$ cat config.mk
export PLATFORM = sky130hd
export DESIGN_NAME = spdc_port_device_capabilities
export DESIGN_NICKNAME = d
export VERILOG_FILES = /design/src/rtl/spdc_pkg.sv /design/src/rtl/spdc_port_device_capabilities.sv
export SDC_FILE = /design/constraint.sdc
export NUM_CORES = 1
export LEC_CHECK = 0
export BUFFER_PORTS_ARGS = -buffer_cell sky130_fd_sc_hd__buf_2
export CAP_MARGIN = 0
export CORE_MARGIN = 8
export CORE_UTILIZATION = 48
export DETAILED_ROUTE_END_ITERATION = 8
export GPL_TIMING_DRIVEN = 0
export PLACE_DENSITY = 0.95
export SETUP_SLACK_MARGIN = 0.02
export SLEW_MARGIN = 20
export SYNTH_ARGS = -nofsm -noshare
export SYNTH_HDL_FRONTEND = slang
export SYNTH_SLANG_ARGS = --single-unit
$ cat constraint.sdc
create_clock -name clk -period 4.4 [get_ports clk]
set_clock_uncertainty 0.05 [all_clocks]
set_input_delay 0.44 -clock clk [delete_from_list [all_inputs] [get_ports clk]]
set_output_delay 0.44 -clock clk [all_outputs]
set_load 0.01 [all_outputs]
$ cat src/rtl/spdc_pkg.sv
// constants for the switch port device capabilities register bank
package spdc_pkg;

	// ==========================================================
	// configuration space offsets
	localparam logic [7:0] CAP_OFFSET  = 8'hc4;
	localparam logic [7:0] CTRL_OFFSET = 8'hc8;

	// ==========================================================
	// payload size encodings
	localparam logic [2:0] MPS_128 = 3'h0;
	localparam logic [2:0] MPS_256 = 3'h1;
	localparam logic [2:0] MPS_512 = 3'h2;

	// ==========================================================
	// field positions in the capability word
	localparam int MPS_LSB   = 0;
	localparam int MPS_MSB   = 2;
	localparam int PHF_LSB   = 3;
	localparam int PHF_MSB   = 4;
	localparam int ETAG_BIT  = 5;
	localparam int L0S_LSB   = 6;
	localparam int L0S_MSB   = 8;
	localparam int L1_LSB    = 9;
	localparam int L1_MSB    = 11;
	localparam int RBER_BIT  = 15;
	localparam int SPLV_LSB  = 18;
	localparam int SPLV_MSB  = 25;
	localparam int SPLS_LSB  = 26;
	localparam int SPLS_MSB  = 27;

	// field positions in the device control word
	localparam int CTRL_MPS_LSB = 5;
	localparam int CTRL_MPS_MSB = 7;
	localparam int CTRL_MPS_BE  = 0;

	// ==========================================================
	// reset and constant values
	localparam logic [1:0] PHF_VALUE   = 2'h0;
	localparam logic       ETAG_VALUE  = 1'h0;
	localparam logic [2:0] L0S_VALUE   = 3'h0;
	localparam logic [2:0] L1_VALUE    = 3'h0;
	localparam logic       RBER_RESET  = 1'h1;
	localparam logic [7:0] SPLV_RESET  = 8'h00;
	localparam logic [1:0] SPLS_RESET  = 2'h0;
	localparam logic [2:0] CTRL_MPS_RESET = 3'h0;
	localparam logic [31:0] ZERO_WORD  = 32'h00000000;

	// strap sampling: two synchroniser stages then one load cycle
	localparam logic [1:0] STRAP_WAIT  = 2'h2;

endpackage

$ cat src/rtl/spdc_port_device_capabilities.sv
// capability register and payload-size control of one switch port
// ==========================================================
// Notes on behaviour
// payload capability in bits 2:0, three codes
// reset payload code follows large payload strap
// sideband or eeprom loader may override payload
// phantom function field always reads 00b
// extended tag bit always reads zero
// l0s acceptable latency constant 000b
// l1 acceptable latency constant 000b
// role based error bit resets 1, overridable
// upstream only: power limit value, reset 00h
// value loaded from received power limit message
// upstream only: power limit scale, reset 00b
// control payload write clamped to capability
// reserved bits zero, capability writes ignored
`timescale 1ns/1ps
`default_nettype none

module spdc_port_device_capabilities
	import spdc_pkg::*;
#(
	parameter bit UPSTREAM = 1'b1
) (
	// clock and reset
	input  wire logic        clk,
	input  wire logic        rst,
	// strap pin
	input  wire logic        large_payload_strap,
	// configuration access
	input  wire logic        cfg_rd,
	input  wire logic        cfg_wr,
	input  wire logic [7:0]  cfg_addr,
	input  wire logic [3:0]  cfg_be,
	input  wire logic [31:0] cfg_wdata,
	output logic      [31:0] cfg_rdata,
	output logic             cfg_rd_valid,
	// sideband serial and eeprom loader
	input  wire logic        sb_mps_wr,
	input  wire logic [2:0]  sb_mps,
	input  wire logic        sb_rber_wr,
	input  wire logic        sb_rber,
	// received slot power limit message
	input  wire logic        spl_msg_valid,
	input  wire logic [7:0]  spl_msg_value,
	input  wire logic [1:0]  spl_msg_scale,
	// programmed payload size for the datapath
	output logic      [2:0]  mps_setting
);

	// ==========================================================
	// helpers
	function automatic logic mps_code_legal(input logic [2:0] code);
		return (code == MPS_128) || (code == MPS_256) || (code == MPS_512);
	endfunction

	// codes grow with the payload size, so a plain compare finds the larger one
	function automatic logic [2:0] mps_clamp(input logic [2:0] req, input logic [2:0] cap);
		return (req > cap) ? cap : req;
	endfunction

	// ==========================================================
	// strap synchroniser and capture after reset release
	logic       strap_meta;
	logic       strap_sync;
	logic [1:0] strap_cnt;
	logic       strap_done;
	logic       strap_load;

	always_ff @(posedge clk or posedge rst) begin
		if (rst) begin
			strap_meta <= 1'b0;
			strap_sync <= 1'b0;
		end else begin
			strap_meta <= large_payload_strap;
			strap_sync <= strap_meta;
		end
	end

	// the strap is only sampled once the synchroniser holds real pin data;
	// it must stay steady from reset release until that load
	always_ff @(posedge clk or posedge rst) begin
		if (rst) begin
			strap_cnt <= 2'h0;
		end else if (strap_cnt != STRAP_WAIT) begin
			strap_cnt <= strap_cnt + 2'h1;
		end
	end

	// a single load strobe, so a later loader write is never undone by the strap
	assign strap_load = !strap_done && (strap_cnt == STRAP_WAIT);

	always_ff @(posedge clk or posedge rst) begin
		if (rst) begin
			strap_done <= 1'b0;
		end else if (strap_load) begin
			strap_done <= 1'b1;
		end
	end

	// ==========================================================
	// payload capability
	logic [2:0] mps_cap;
	logic       sb_mps_take;

	// reserved loader codes are dropped so the field never shows one
	assign sb_mps_take = sb_mps_wr && mps_code_legal(sb_mps);

	always_ff @(posedge clk or posedge rst) begin
		if (rst) begin
			mps_cap <= MPS_256;
		end else if (sb_mps_take) begin
			// loader wins over the strap
			mps_cap <= sb_mps;
		end else if (strap_load) begin
			mps_cap <= strap_sync ? MPS_512 : MPS_256;
		end
	end

	// ==========================================================
	// role based error reporting
	// loader value is taken as is; both settings are legal
	logic rber;

	always_ff @(posedge clk or posedge rst) begin
		if (rst) begin
			rber <= RBER_RESET;
		end else if (sb_rber_wr) begin
			rber <= sb_rber;
		end
	end

	// ==========================================================
	// captured slot power limit, upstream port only
	logic [7:0] spl_value;
	logic [1:0] spl_scale;
	logic       spl_take;

	// a downstream port ignores the message and keeps its reset fields
	assign spl_take = UPSTREAM && spl_msg_valid;

	always_ff @(posedge clk or posedge rst) begin
		if (rst) begin
			spl_value <= SPLV_RESET;
			spl_scale <= SPLS_RESET;
		end else if (spl_take) begin
			spl_value <= spl_msg_value;
			spl_scale <= spl_msg_scale;
		end
	end

	// ==========================================================
	// programmed payload size in device control
	logic        ctrl_hit_wr;
	logic [31:0] ctrl_word;
	assign ctrl_hit_wr = cfg_wr && (cfg_addr == CTRL_OFFSET) && cfg_be[CTRL_MPS_BE];

	always_ff @(posedge clk or posedge rst) begin
		if (rst) begin
			mps_setting <= CTRL_MPS_RESET;
		end else if (ctrl_hit_wr) begin
			mps_setting <= mps_clamp(cfg_wdata[CTRL_MPS_MSB:CTRL_MPS_LSB], mps_cap);
		end else if (mps_setting > mps_cap) begin
			// a later capability drop must not leave an oversize setting behind
			mps_setting <= mps_cap;
		end
	end

	// ==========================================================
	// read path; capability writes fall through untouched
	logic [31:0] cap_word;

	// every bit not named below reads as zero
	always_comb begin
		cap_word = ZERO_WORD;
		cap_word[MPS_MSB:MPS_LSB] = mps_cap;
		cap_word[PHF_MSB:PHF_LSB] = PHF_VALUE;
		cap_word[ETAG_BIT] = ETAG_VALUE;
		cap_word[L0S_MSB:L0S_LSB] = L0S_VALUE;
		cap_word[L1_MSB:L1_LSB] = L1_VALUE;
		cap_word[RBER_BIT] = rber;
		cap_word[SPLV_MSB:SPLV_LSB] = UPSTREAM ? spl_value : SPLV_RESET;
		cap_word[SPLS_MSB:SPLS_LSB] = UPSTREAM ? spl_scale : SPLS_RESET;
	end

	always_comb begin
		ctrl_word = ZERO_WORD;
		ctrl_word[CTRL_MPS_MSB:CTRL_MPS_LSB] = mps_setting;
	end

	// ==========================================================
	// read strobe, one cycle after each read request
	always_ff @(posedge clk or posedge rst) begin
		if (rst) begin
			cfg_rd_valid <= 1'b0;
		end else begin
			cfg_rd_valid <= cfg_rd;
		end
	end

	// ==========================================================
	// read data, held until the next read so a slow master may take it late
	always_ff @(posedge clk or posedge rst) begin
		if (rst) begin
			cfg_rdata <= ZERO_WORD;
		end else if (cfg_rd) begin
			unique case (cfg_addr)
				CAP_OFFSET: begin
					cfg_rdata <= cap_word;
				end
				CTRL_OFFSET: begin
					cfg_rdata <= ctrl_word;
				end
				default: begin
					cfg_rdata <= ZERO_WORD;
				end
			endcase
		end
	end

endmodule

`default_nettype wire

======== Yosys cells after proc, flatten, opt, wreduce, memory -nomap -nowiden ========
Cells that the tools add are included.
cells by class
  order comparisons ....................... 2
  $add $sub $neg .......................... 1
  $mul .................................... 0
  reductions and logical operators ........ 10
  bitwise operators ....................... 0
  eq/ne operators ......................... 6
  shift-type cells ........................ 0
  mux-type cells .......................... 7
  divide/modulo/power cells ............... 0
operators with widths
  cell                                           count
  case mux 28 bit (2 select lines)               1
  == test 8 bit, second input constant           2
  two-way mux 3 bit                              5
  > comparator 3 bit                             2
  logical AND 1 bit                              4
  nonzero test 2 bit                             2
  == test 3 x 1 -> 1 bit, second input constant  1
  == test 3 x 2 -> 1 bit, second input constant  1
  zero test 3 bit                                1
  adder 2 x 1 -> 2 bit, second input constant    1
  == test 2 bit, second input constant           1
  logical OR 1 bit                               2
  two-way mux 2 bit                              1
  != test 2 bit, second input constant           1
  zero test 1 bit                                1
word-level totals
  input bits .............................. 66
  memories kept ........................... 0
  output and inout port bits .............. 36
  register bits after elaboration ......... 55
  latch bits .............................. 0
  bits in read-only memories .............. 0
  logic and storage cells ................. 37
  bits in writable memories ............... 0

======== Longest topological paths before layout ========
Gate-level depths: netlist (run 1).
  depth after elaboration ................. 5
  gate-level depth with buffers ........... 7
  depth with buffers taken out ............ 7

======== Worst setup path after synthesis (run 1) ========
OpenSTA, ideal clock, no wires.
  path kind ............................... input to register
  start ................................... in cfg_wdata[6]
  end ..................................... reg mps_setting[1]
  stages on the path ...................... 5
  library setup time ...................... 141 ps
  path slack .............................. 2696 ps
  path buffers ............................ 0
  data arrival time ....................... 1513 ps
  data required time ...................... 4209 ps
  cell sequence ........................... ha_1 a211o_1 a211o_2 mux2i_1 a21oi_1
on the way
  word-level cells in the longest chain between the ends .. 3
RTL lines
  item                   line                                  RTL
  start, declared        spdc_port_device_capabilities.sv:35   input wire logic [31:0] cfg_wdata,
  > comparator 3 bit     spdc_port_device_capabilities.sv:59   return (req > cap) ? cap : req;
  two-way mux 3 bit (*)  spdc_port_device_capabilities.sv:59
  two-way mux 3 bit (*)  spdc_port_device_capabilities.sv:161  end else if (ctrl_hit_wr) begin
  end signal, assigned   spdc_port_device_capabilities.sv:162  mps_setting <= mps_clamp(cfg_wdata[CTRL_MPS_MSB:CTRL_MPS_LSB], mps_cap);
  end signal, assigned   spdc_port_device_capabilities.sv:165  mps_setting <= mps_cap;
  end, declared          spdc_port_device_capabilities.sv:48   output logic [2:0] mps_setting
Mark *: on every way between the ends. The rest lies on a longest branch, timed or not.
A chain may end at the register's enable or synchronous reset.

======== Final worst setup path (run 1) ========
  start ................................... reg mps_cap[0]
  end ..................................... reg mps_setting[0]
on the way
  word-level cells in the longest chain between the ends .. 3
  elaborated cells on any way between the ends .. 6
  those cells by class .................... 2 x order compare; 3 x mux; 1 x reduce/logical
RTL lines
  item                    line                                  RTL
  start, declared         spdc_port_device_capabilities.sv:103  logic [2:0] mps_cap;
  start signal, assigned  spdc_port_device_capabilities.sv:114  mps_cap <= sb_mps;
  start signal, assigned  spdc_port_device_capabilities.sv:116  mps_cap <= strap_sync ? MPS_512 : MPS_256;
  > comparator 3 bit      spdc_port_device_capabilities.sv:59
  two-way mux 3 bit       spdc_port_device_capabilities.sv:59
  two-way mux 3 bit       spdc_port_device_capabilities.sv:161
Several ways; a longest one is shown, not always the timed one. The select of a mux whose other input is x is not followed.

==> results.md, run 1 <==
* CP Buf/Inv Count at 1
* Placed Instances at 291
* Post-synth EDFFs at 0
* CTS max path bufs at 2
* Port Buffers at 53
* Sequential area share after synthesis at 53.3%
* Initial core utilization at 50.7%
* Vias at 1403
* Comb pwr share at 21.4%
* CTS resizes at 0
* Cell Chain, Critical Path: ha_1 -> inv_1 -> a211o_1 -> a211o_2 -> mux2i_1 -> a21oi_1
* Core footprint at 0.00372 mm^2
* Cell Count, Final, Fillers Out at 299
* Post-route ant nets at 0
* Worst slew pin tran at 677 ps
* CTS Root Cell: clkbuf_8
* Synth Warn # at 0
* Post-synthesis sequential element count at 40
* Peak Freq at 545 MHz
* Critical path arrival at 1940 ps
* Pwr dens at 359 mW/mm^2
* Synth unique cells at 31
* R2R depth at 6
* CP max FO at 5
* Worst Setup SP: mps_cap[0]
* Setup ws final at 2560 ps
* CP top delay family: compound AO/OA/AOI/OAI gates
* Die Ht at 78.7 um
* Gr ovfl total at 0
* GP Congestion at 0.894
* Crit path kind: reg2reg
* H-tree lvl count at 2
* Synth Area in Compound Gates at 11.3%
* Synth Area in Adders at 4.65%
* CTS buffer count at 5
* Main combinational cell family by area after synthesis: buffers and inverters
* Nets at 323
* Setup_tns at 0 ps
* Async S/R FF share, synth at 100%
* Final Critical Period at 1840 ps
* # IOs at 102
* Final setup viols at 0
* Register-to-register setup slack at 2560 ps
* Vias in the first global route at 1465
* Iteration-0 DRC Markers at 57
* Critical Path End Type: flop
* Status: finished clean
* Clk slew on worst S/H paths at 80 ps
* Leak at 0.00123 uW
* Overall Power at 855 uW
* DR vias/cell at 4.69
* Final HPWL DP at 3110 um
* Final Hold Vio Count at 0
* Setup crit end: mps_setting[0]
* Crit Reg-Reg Startpoint: mps_cap[0]
* Placed cell areas at 0.00228 mm^2
* Design Area, Final at 0.00238 mm^2
* Post-Synth XOR/XNOR Area at 0.465%
* Drt first pass iters at 4
* Max-cap viol count at 0
* RSZ-0062 raised after global routing: no
* Largest net degree at the start of global routing at 27
* Die area at 0.00619 mm^2
* Seq pwr share at 49.2%
* Post-CTS Setup Bufs at 0
* Die X at 78.7 um
* Min-delay worst type: in2async
* Slew headroom at 54.9%
* CTS tree: built
* Critical path depth in cells at 6
* Post-CTS Hold Buffers at 0
* DR WL/cell at 12.9 um
* Crit start category: flop
* Slowest stage cell, crit path: dfstp_2
* Switching Share at 28.8%
* GRT Total Usage at 13.1%
* Pre-CTS WS at 2500 ps
* Clock sink count at 40
* Most frequent cells in the layout: buf_2 (53), dfrtp_1 (38), inv_1 (27), buf_4 (16), nand2_1 (16)
* Area grow syn2layout at 26.3%
* Synth Flop Type: dfrtp_1
* CP Data Required Time at 4500 ps
* Row count at 22
* Tcrit/Tclk final at 41.7%
* Worst-Skew Late Latency at 290 ps
* Highest ir drop seen on vdd at 0.266 mV
* Final wirelength at 3850 um
* NetSw at 246 uW
* First-pass GRT wire length at 6510 um
* Fin. max-slew vios at 0
* Post-route DRC at 0
* Internal power at 608 uW
* Max incr delay on CP at 580 ps
* Initial antenna violation count at 0
* Mux share of post-synthesis cell area at 8.17%
* Layout cell share with drive strength beyond 1 at 42.6%
* Synth Cell Area at 0.00188 mm^2
* Mapped Cells at 175
* Simple-Gate Fraction of Synth Area at 8.83%
* Syn avg cell area at 10.8 um^2
* Clock Power Share at 29.4%
* Worst flop-to-flop path endpoint: mps_setting[0]
* # diodes at 0
* Most common cell after layout, fill and taps aside: buf_2
state kept, by name, indices dropped and copies added (netlist names):
| signal | flops |
|---|---|
| cfg_rd_valid | 1 |
| cfg_rdata | 17 |
| mps_cap | 3 |
| mps_setting | 3 |
| rber | 1 |
| spl_scale | 2 |
| spl_value | 8 |
| strap_cnt | 2 |
| strap_done | 1 |
| strap_meta | 1 |
| strap_sync | 1 |
how the worst min path moves through the flow:
stage / endpoint / from / slack (ps) / cells past startpoint
floorplan: strap_sync / strap_meta / 280 / 0
global placement: strap_sync / strap_meta / 290 / 0
detailed placement: strap_sync / strap_meta / 290 / 0
CTS: spl_value[3] / rst / 50 / 2
global route: spl_value[7] / rst / 70 / 2
finish: spl_value[3] / rst / 50 / 2
layout make-up:
| class | instances | area [um^2] |
|---|---|---|
| clock inverter | 2 | 15.0 |
| multi-input combinational | 102 | 686 |
| tap | 48 | 60.1 |
| sequential | 40 | 1000 |
| inverter | 28 | 105 |
| buffer | 19 | 143 |
| fill | 320 | 1340 |
| timing repair buffer | 54 | 285 |
| clock buffer | 6 | 82.6 |
cells in the mapped netlist (2+ instances only):
cell type / instances / area [um^2]
mux2_2: 11 / 124
o21ai_0: 7 / 35.0
nand3_1: 2 / 10.0
nand4b_1: 2 / 17.5
dfstp_2: 2 / 52.6
a21oi_1: 5 / 25.0
or2_2: 2 / 12.5
ha_1: 7 / 87.6
buf_4: 16 / 120
dfrtp_1: 38 / 951
o22ai_1: 4 / 25.0
nor2_1: 7 / 26.3
inv_1: 28 / 105
mux2i_1: 3 / 30.0
nand2_1: 16 / 60.1
o21ai_2: 10 / 87.6
per-stage QoR:
stage	util, %	hold WS, ps
4_1_cts	64.0	51.5
6_report	64.0	51.8
2_1_floorplan	-	281
5_1_grt	64.0	73.1
3_3_place_gp	60.9	286
3_5_place_dp	61.4	291
cells by family (layout without fill, tap and decap cells):
group                    Yosys count  in the layout
AO/OA/AOI/OAI                     31             31
XOR/XNOR                           1              1
adder cells (fa/ha/maj)            7              7
buffers and inverters             47            109
flip-flops                        40             40
multiplexers                      14             14
other                              1             15
AND/OR/NAND/NOR                   34             34
power by group through the flow:
stage                     combinational (uW)  sequential, uW  clock, uW
after floorplan                          116             431          0
after global placement                   170             427          0
after detailed placement                 183             428          0
after CTS                                183             421        261
after global routing                     205             426        272
final                                    183             420        252
metal layers:
metal	track usage, %	vias up	wire length (um)
met5	0	-	0
met4	5.56	0	42
met3	5.24	7	349
met2	22.8	45	1990
met1	13.7	663	1470
li1	-	688	-
Note: power is estimated with default switching activity, not from simulation.
==> run 2: changes to the inputs <==
- ABC_AREA: default -> 1
- CORE_UTILIZATION: 48 -> 41
- PLACE_DENSITY: 0.95 -> 0.85
- clock period: 4.4 -> 1.6 ns (I/O delays scaled with it)
==> results.md, run 2 <==
* GRT Total Usage at 12.6% (-0.53 points)
* Crit Reg-Reg Startpoint: mps_setting[2]
* Cell repeated most along the worst path: nand2_1
* H-tree lvl count at 2 (unchanged)
* Hold_sp: spl_msg_value[5]
* Core footprint at 0.00501 mm^2 (+35%)
* Initial core utilization at 41.8% (-8.9 points)
* DR WL/cell at 12.3 um (-4.7%)
* Setup crit end: mps_setting[2]
* Min-delay worst type: in2reg
* CTS Root Cell: clkbuf_8
* Nets at 372 (+15%)
* Clock sink count at 40 (unchanged)
* Sequential area share after synthesis at 47.9% (-5.3 points)
* Final HPWL DP at 3600 um (+16%)
* Final setup viols at 0 (unchanged)
* CTS tree: built
* Cell Chain, Critical Path: ha_1 -> a21oi_1 -> o21ai_1 -> nand2_1 -> nand2_4 -> nand3_1 -> nand2_1
* Final wirelength at 4540 um (+18%)
* Critical Path End Type: flop
* Synth Flop Type: dfrtp_1
* Iteration-0 DRC Markers at 41 (-28%)
* # fillers at 465 (+45%)
* Worst-Skew Late Latency at 290 ps (about the same)
* Row count at 26 (+18%)
* Reg with most FFs: cfg_rdata
* Mapped Cells at 220 (+26%)
* Synth Cell Area at 0.00209 mm^2 (+11%)
* Critical path arrival at 1600 ps (-340 ps)
* Crit path kind: reg2reg
* DR vias/cell at 4.31 (-8.1%)
* RSZ-0062 raised after global routing: no
* Initial antenna violation count at 0 (unchanged)
* Pwr dens at 869 mW/mm^2 (+140%)
* Synth Warn # at 0 (unchanged)
* Vias in the first global route at 1626 (+11%)
* CTS max path bufs at 2 (unchanged)
* First-pass GRT wire length at 7460 um (+15%)
* Final Hold Vio Count at 0 (unchanged)
* Largest cells by area after synthesis: dfrtp_1 (45%), nand2_1 (9.5%), o31ai_4 (8.1%)
* Max incr delay on CP at 420 ps (-160 ps)
* Slowest stage cell, crit path: dfrtp_1
* Synth unique cells at 27 (-13%)
* Synth top cells by count: nand2_1 (53), dfrtp_1 (38), inv_1 (30), o21ai_0 (16), buf_4 (15)
* Gr ovfl total at 0 (unchanged)
* Highest ir drop seen on vdd at 0.495 mV (+86%)
* CTS buffer count at 5 (unchanged)
* Crit start category: flop
* Post-synth EDFFs at 0 (unchanged)
* Die area at 0.00765 mm^2 (+24%)
* Setup ws final at 134 ps (-2430 ps)
* CP max FO at 4 (-1)
* Clk slew on worst S/H paths at 80 ps (about the same)
* Post-route DRC at 0 (unchanged)
* Most common cell after layout, fill and taps aside: buf_2
* # diodes at 0 (unchanged)
* Post-synth top area cell: dfrtp_1
* Die X at 87.5 um (+11%)
* Most frequent cells in the layout: buf_2 (55), nand2_1 (52), dfrtp_1 (38), inv_1 (27)
* Fin. max-slew vios at 0 (unchanged)
* Post-synthesis sequential element count at 40 (unchanged)
* Max-cap viol count at 0 (unchanged)
* Syn avg cell area at 9.52 um^2 (-12%)
* Vias at 1595 (+14%)
* GP Congestion at 0.766 (-14%)
* Async S/R FF share, synth at 100% (unchanged)
* Pre-CTS WS at 55.4 ps (-2440 ps)
* Placed Instances at 358 (+23%)
* Port Buffers at 53 (unchanged)
* Area grow syn2layout at 27.0%
* Top-count cell post-synth: nand2_1
* Layout cell share with drive strength beyond 1 at 37.0% (-5.6 points)
* Status: finished clean
* Cell Count, Final, Fillers Out at 370 (+24%)
* Die Ht at 87.5 um (+11%)
* Yosys top cell area share at 45.4% (-5.1 points)
* Worst Setup SP: mps_setting[2]
* Leading registers by flop count: cfg_rdata: 17 flops, spl_value: 8 flops
* Worst flop-to-flop path endpoint: mps_setting[2]
* CP Data Required Time at 1740 ps (-2760 ps)
* Peak Freq at 682 MHz (+25%)
* Leak at 0.00141 uW (+15%)
* R2R depth at 7 (+1)
* Max FFs per register at 17 (unchanged)
* # IOs at 102 (unchanged)
* Largest net degree at the start of global routing at 22 (-19%)
* Post-route ant nets at 0 (unchanged)
* Final Critical Period at 1470 ps (-370 ps)
* Register-to-register setup slack at 130 ps (-2430 ps)
* Tcrit/Tclk final at 91.6% (+50 points)
* Drt first pass iters at 4 (unchanged)
run 2: cell types whose count changed in the layout (fill, tap and decap cells not counted), moves of 6 or more:
cell,before,now
inv_2,1,7
o31ai_4,0,8
nand3_1,2,11
nand2_1,16,52
o21ai_0,7,15
o21ai_2,10,0
mux2_2,11,0
run 2: stage by stage:
step | instance area (um^2) | setup TNS (ps) | hold WS (ps) | utilization [%] | total power, uW
floorplan | 2150 | 0 | 141 | - | 1490
global placement | 2500 | -2010 | 219 | 49.9 | 1620
detailed placement | 2530 | 0 | 151 | 50.4 | 1660
CTS | 2650 | 0 | 14.1 | 52.9 | 2320
global route | 2660 | 0 | 22.6 | 53.1 | 2450
finish | 2660 | 0 | 23.0 | 53.1 | 2310
run 2: how the worst min path moves through the flow:
stage                               to  slack [ps]  depth (start not counted)
final                     spl_value[5]          20                          3
after floorplan           cfg_rd_valid         140                          0
after detailed placement    strap_meta         150                          2
after global placement      strap_meta         220                          1
after global routing      spl_value[5]          20                          3
after CTS                 spl_value[5]          10                          3
run 2: cell type report:
cell class                      count  area [um^2]  area share [%]
Multi-Input combinational cell    139          870            32.7
Clock buffer                        6         72.6            2.73
Tap cell                           70         87.6            3.29
Inverter                           34          128            4.80
Timing Repair Buffer               58          333            12.5
Clock inverter                      2         12.5           0.470
Buffer                             21          154            5.79
Sequential cell                    40         1000            37.7
run 2: cells by family after synthesis:
group	synth area share, %
buffers and inverters	13.4
and+or+nand+nor	17.6
xor gates and xnor gates	0.418
other	0.179
AOI/OAI and AO/OA	16.2
adders and majority gates	4.18
DFF	47.9
run 2: power breakdown:
| group | switching, uW | internal (uW) | leakage [uW] | total (uW) |
|---|---|---|---|---|
| logic | 329 | 209 | 0.000863 | 537 |
| clock network | 351 | 305 | 0.0000412 | 656 |
| registers | 38.5 | 1080 | 0.000511 | 1120 |
| total | 718 | 1590 | 0.00141 | 2310 |
run 2: what timing repair did:
action,CTS,global route
endpoints found under the setup margin,0,3
hold buffers,4,0
endpoints found under the hold margin,20,0
resized for setup,0,5
buffers inserted,0,0
run 2: layer usage:
| layer | vias up | share of wire, % | track usage (%) |
|---|---|---|---|
| li1 | 831 | - | - |
| met1 | 718 | 40 | 13.2 |
| met2 | 41 | 51 | 22.0 |
| met3 | 5 | 7.5 | 4.72 |
| met4 | 0 | 0.88 | 5.00 |
| met5 | - | 0 | 0 |
run 2: critical path, delay by kind of cell, from the launching register on:
family,cells,cell delay (ps)
adders and majority gates,1,340
and+or+nand+nor,4,330
DFF,1,420
AOI/OAI and AO/OA,2,210
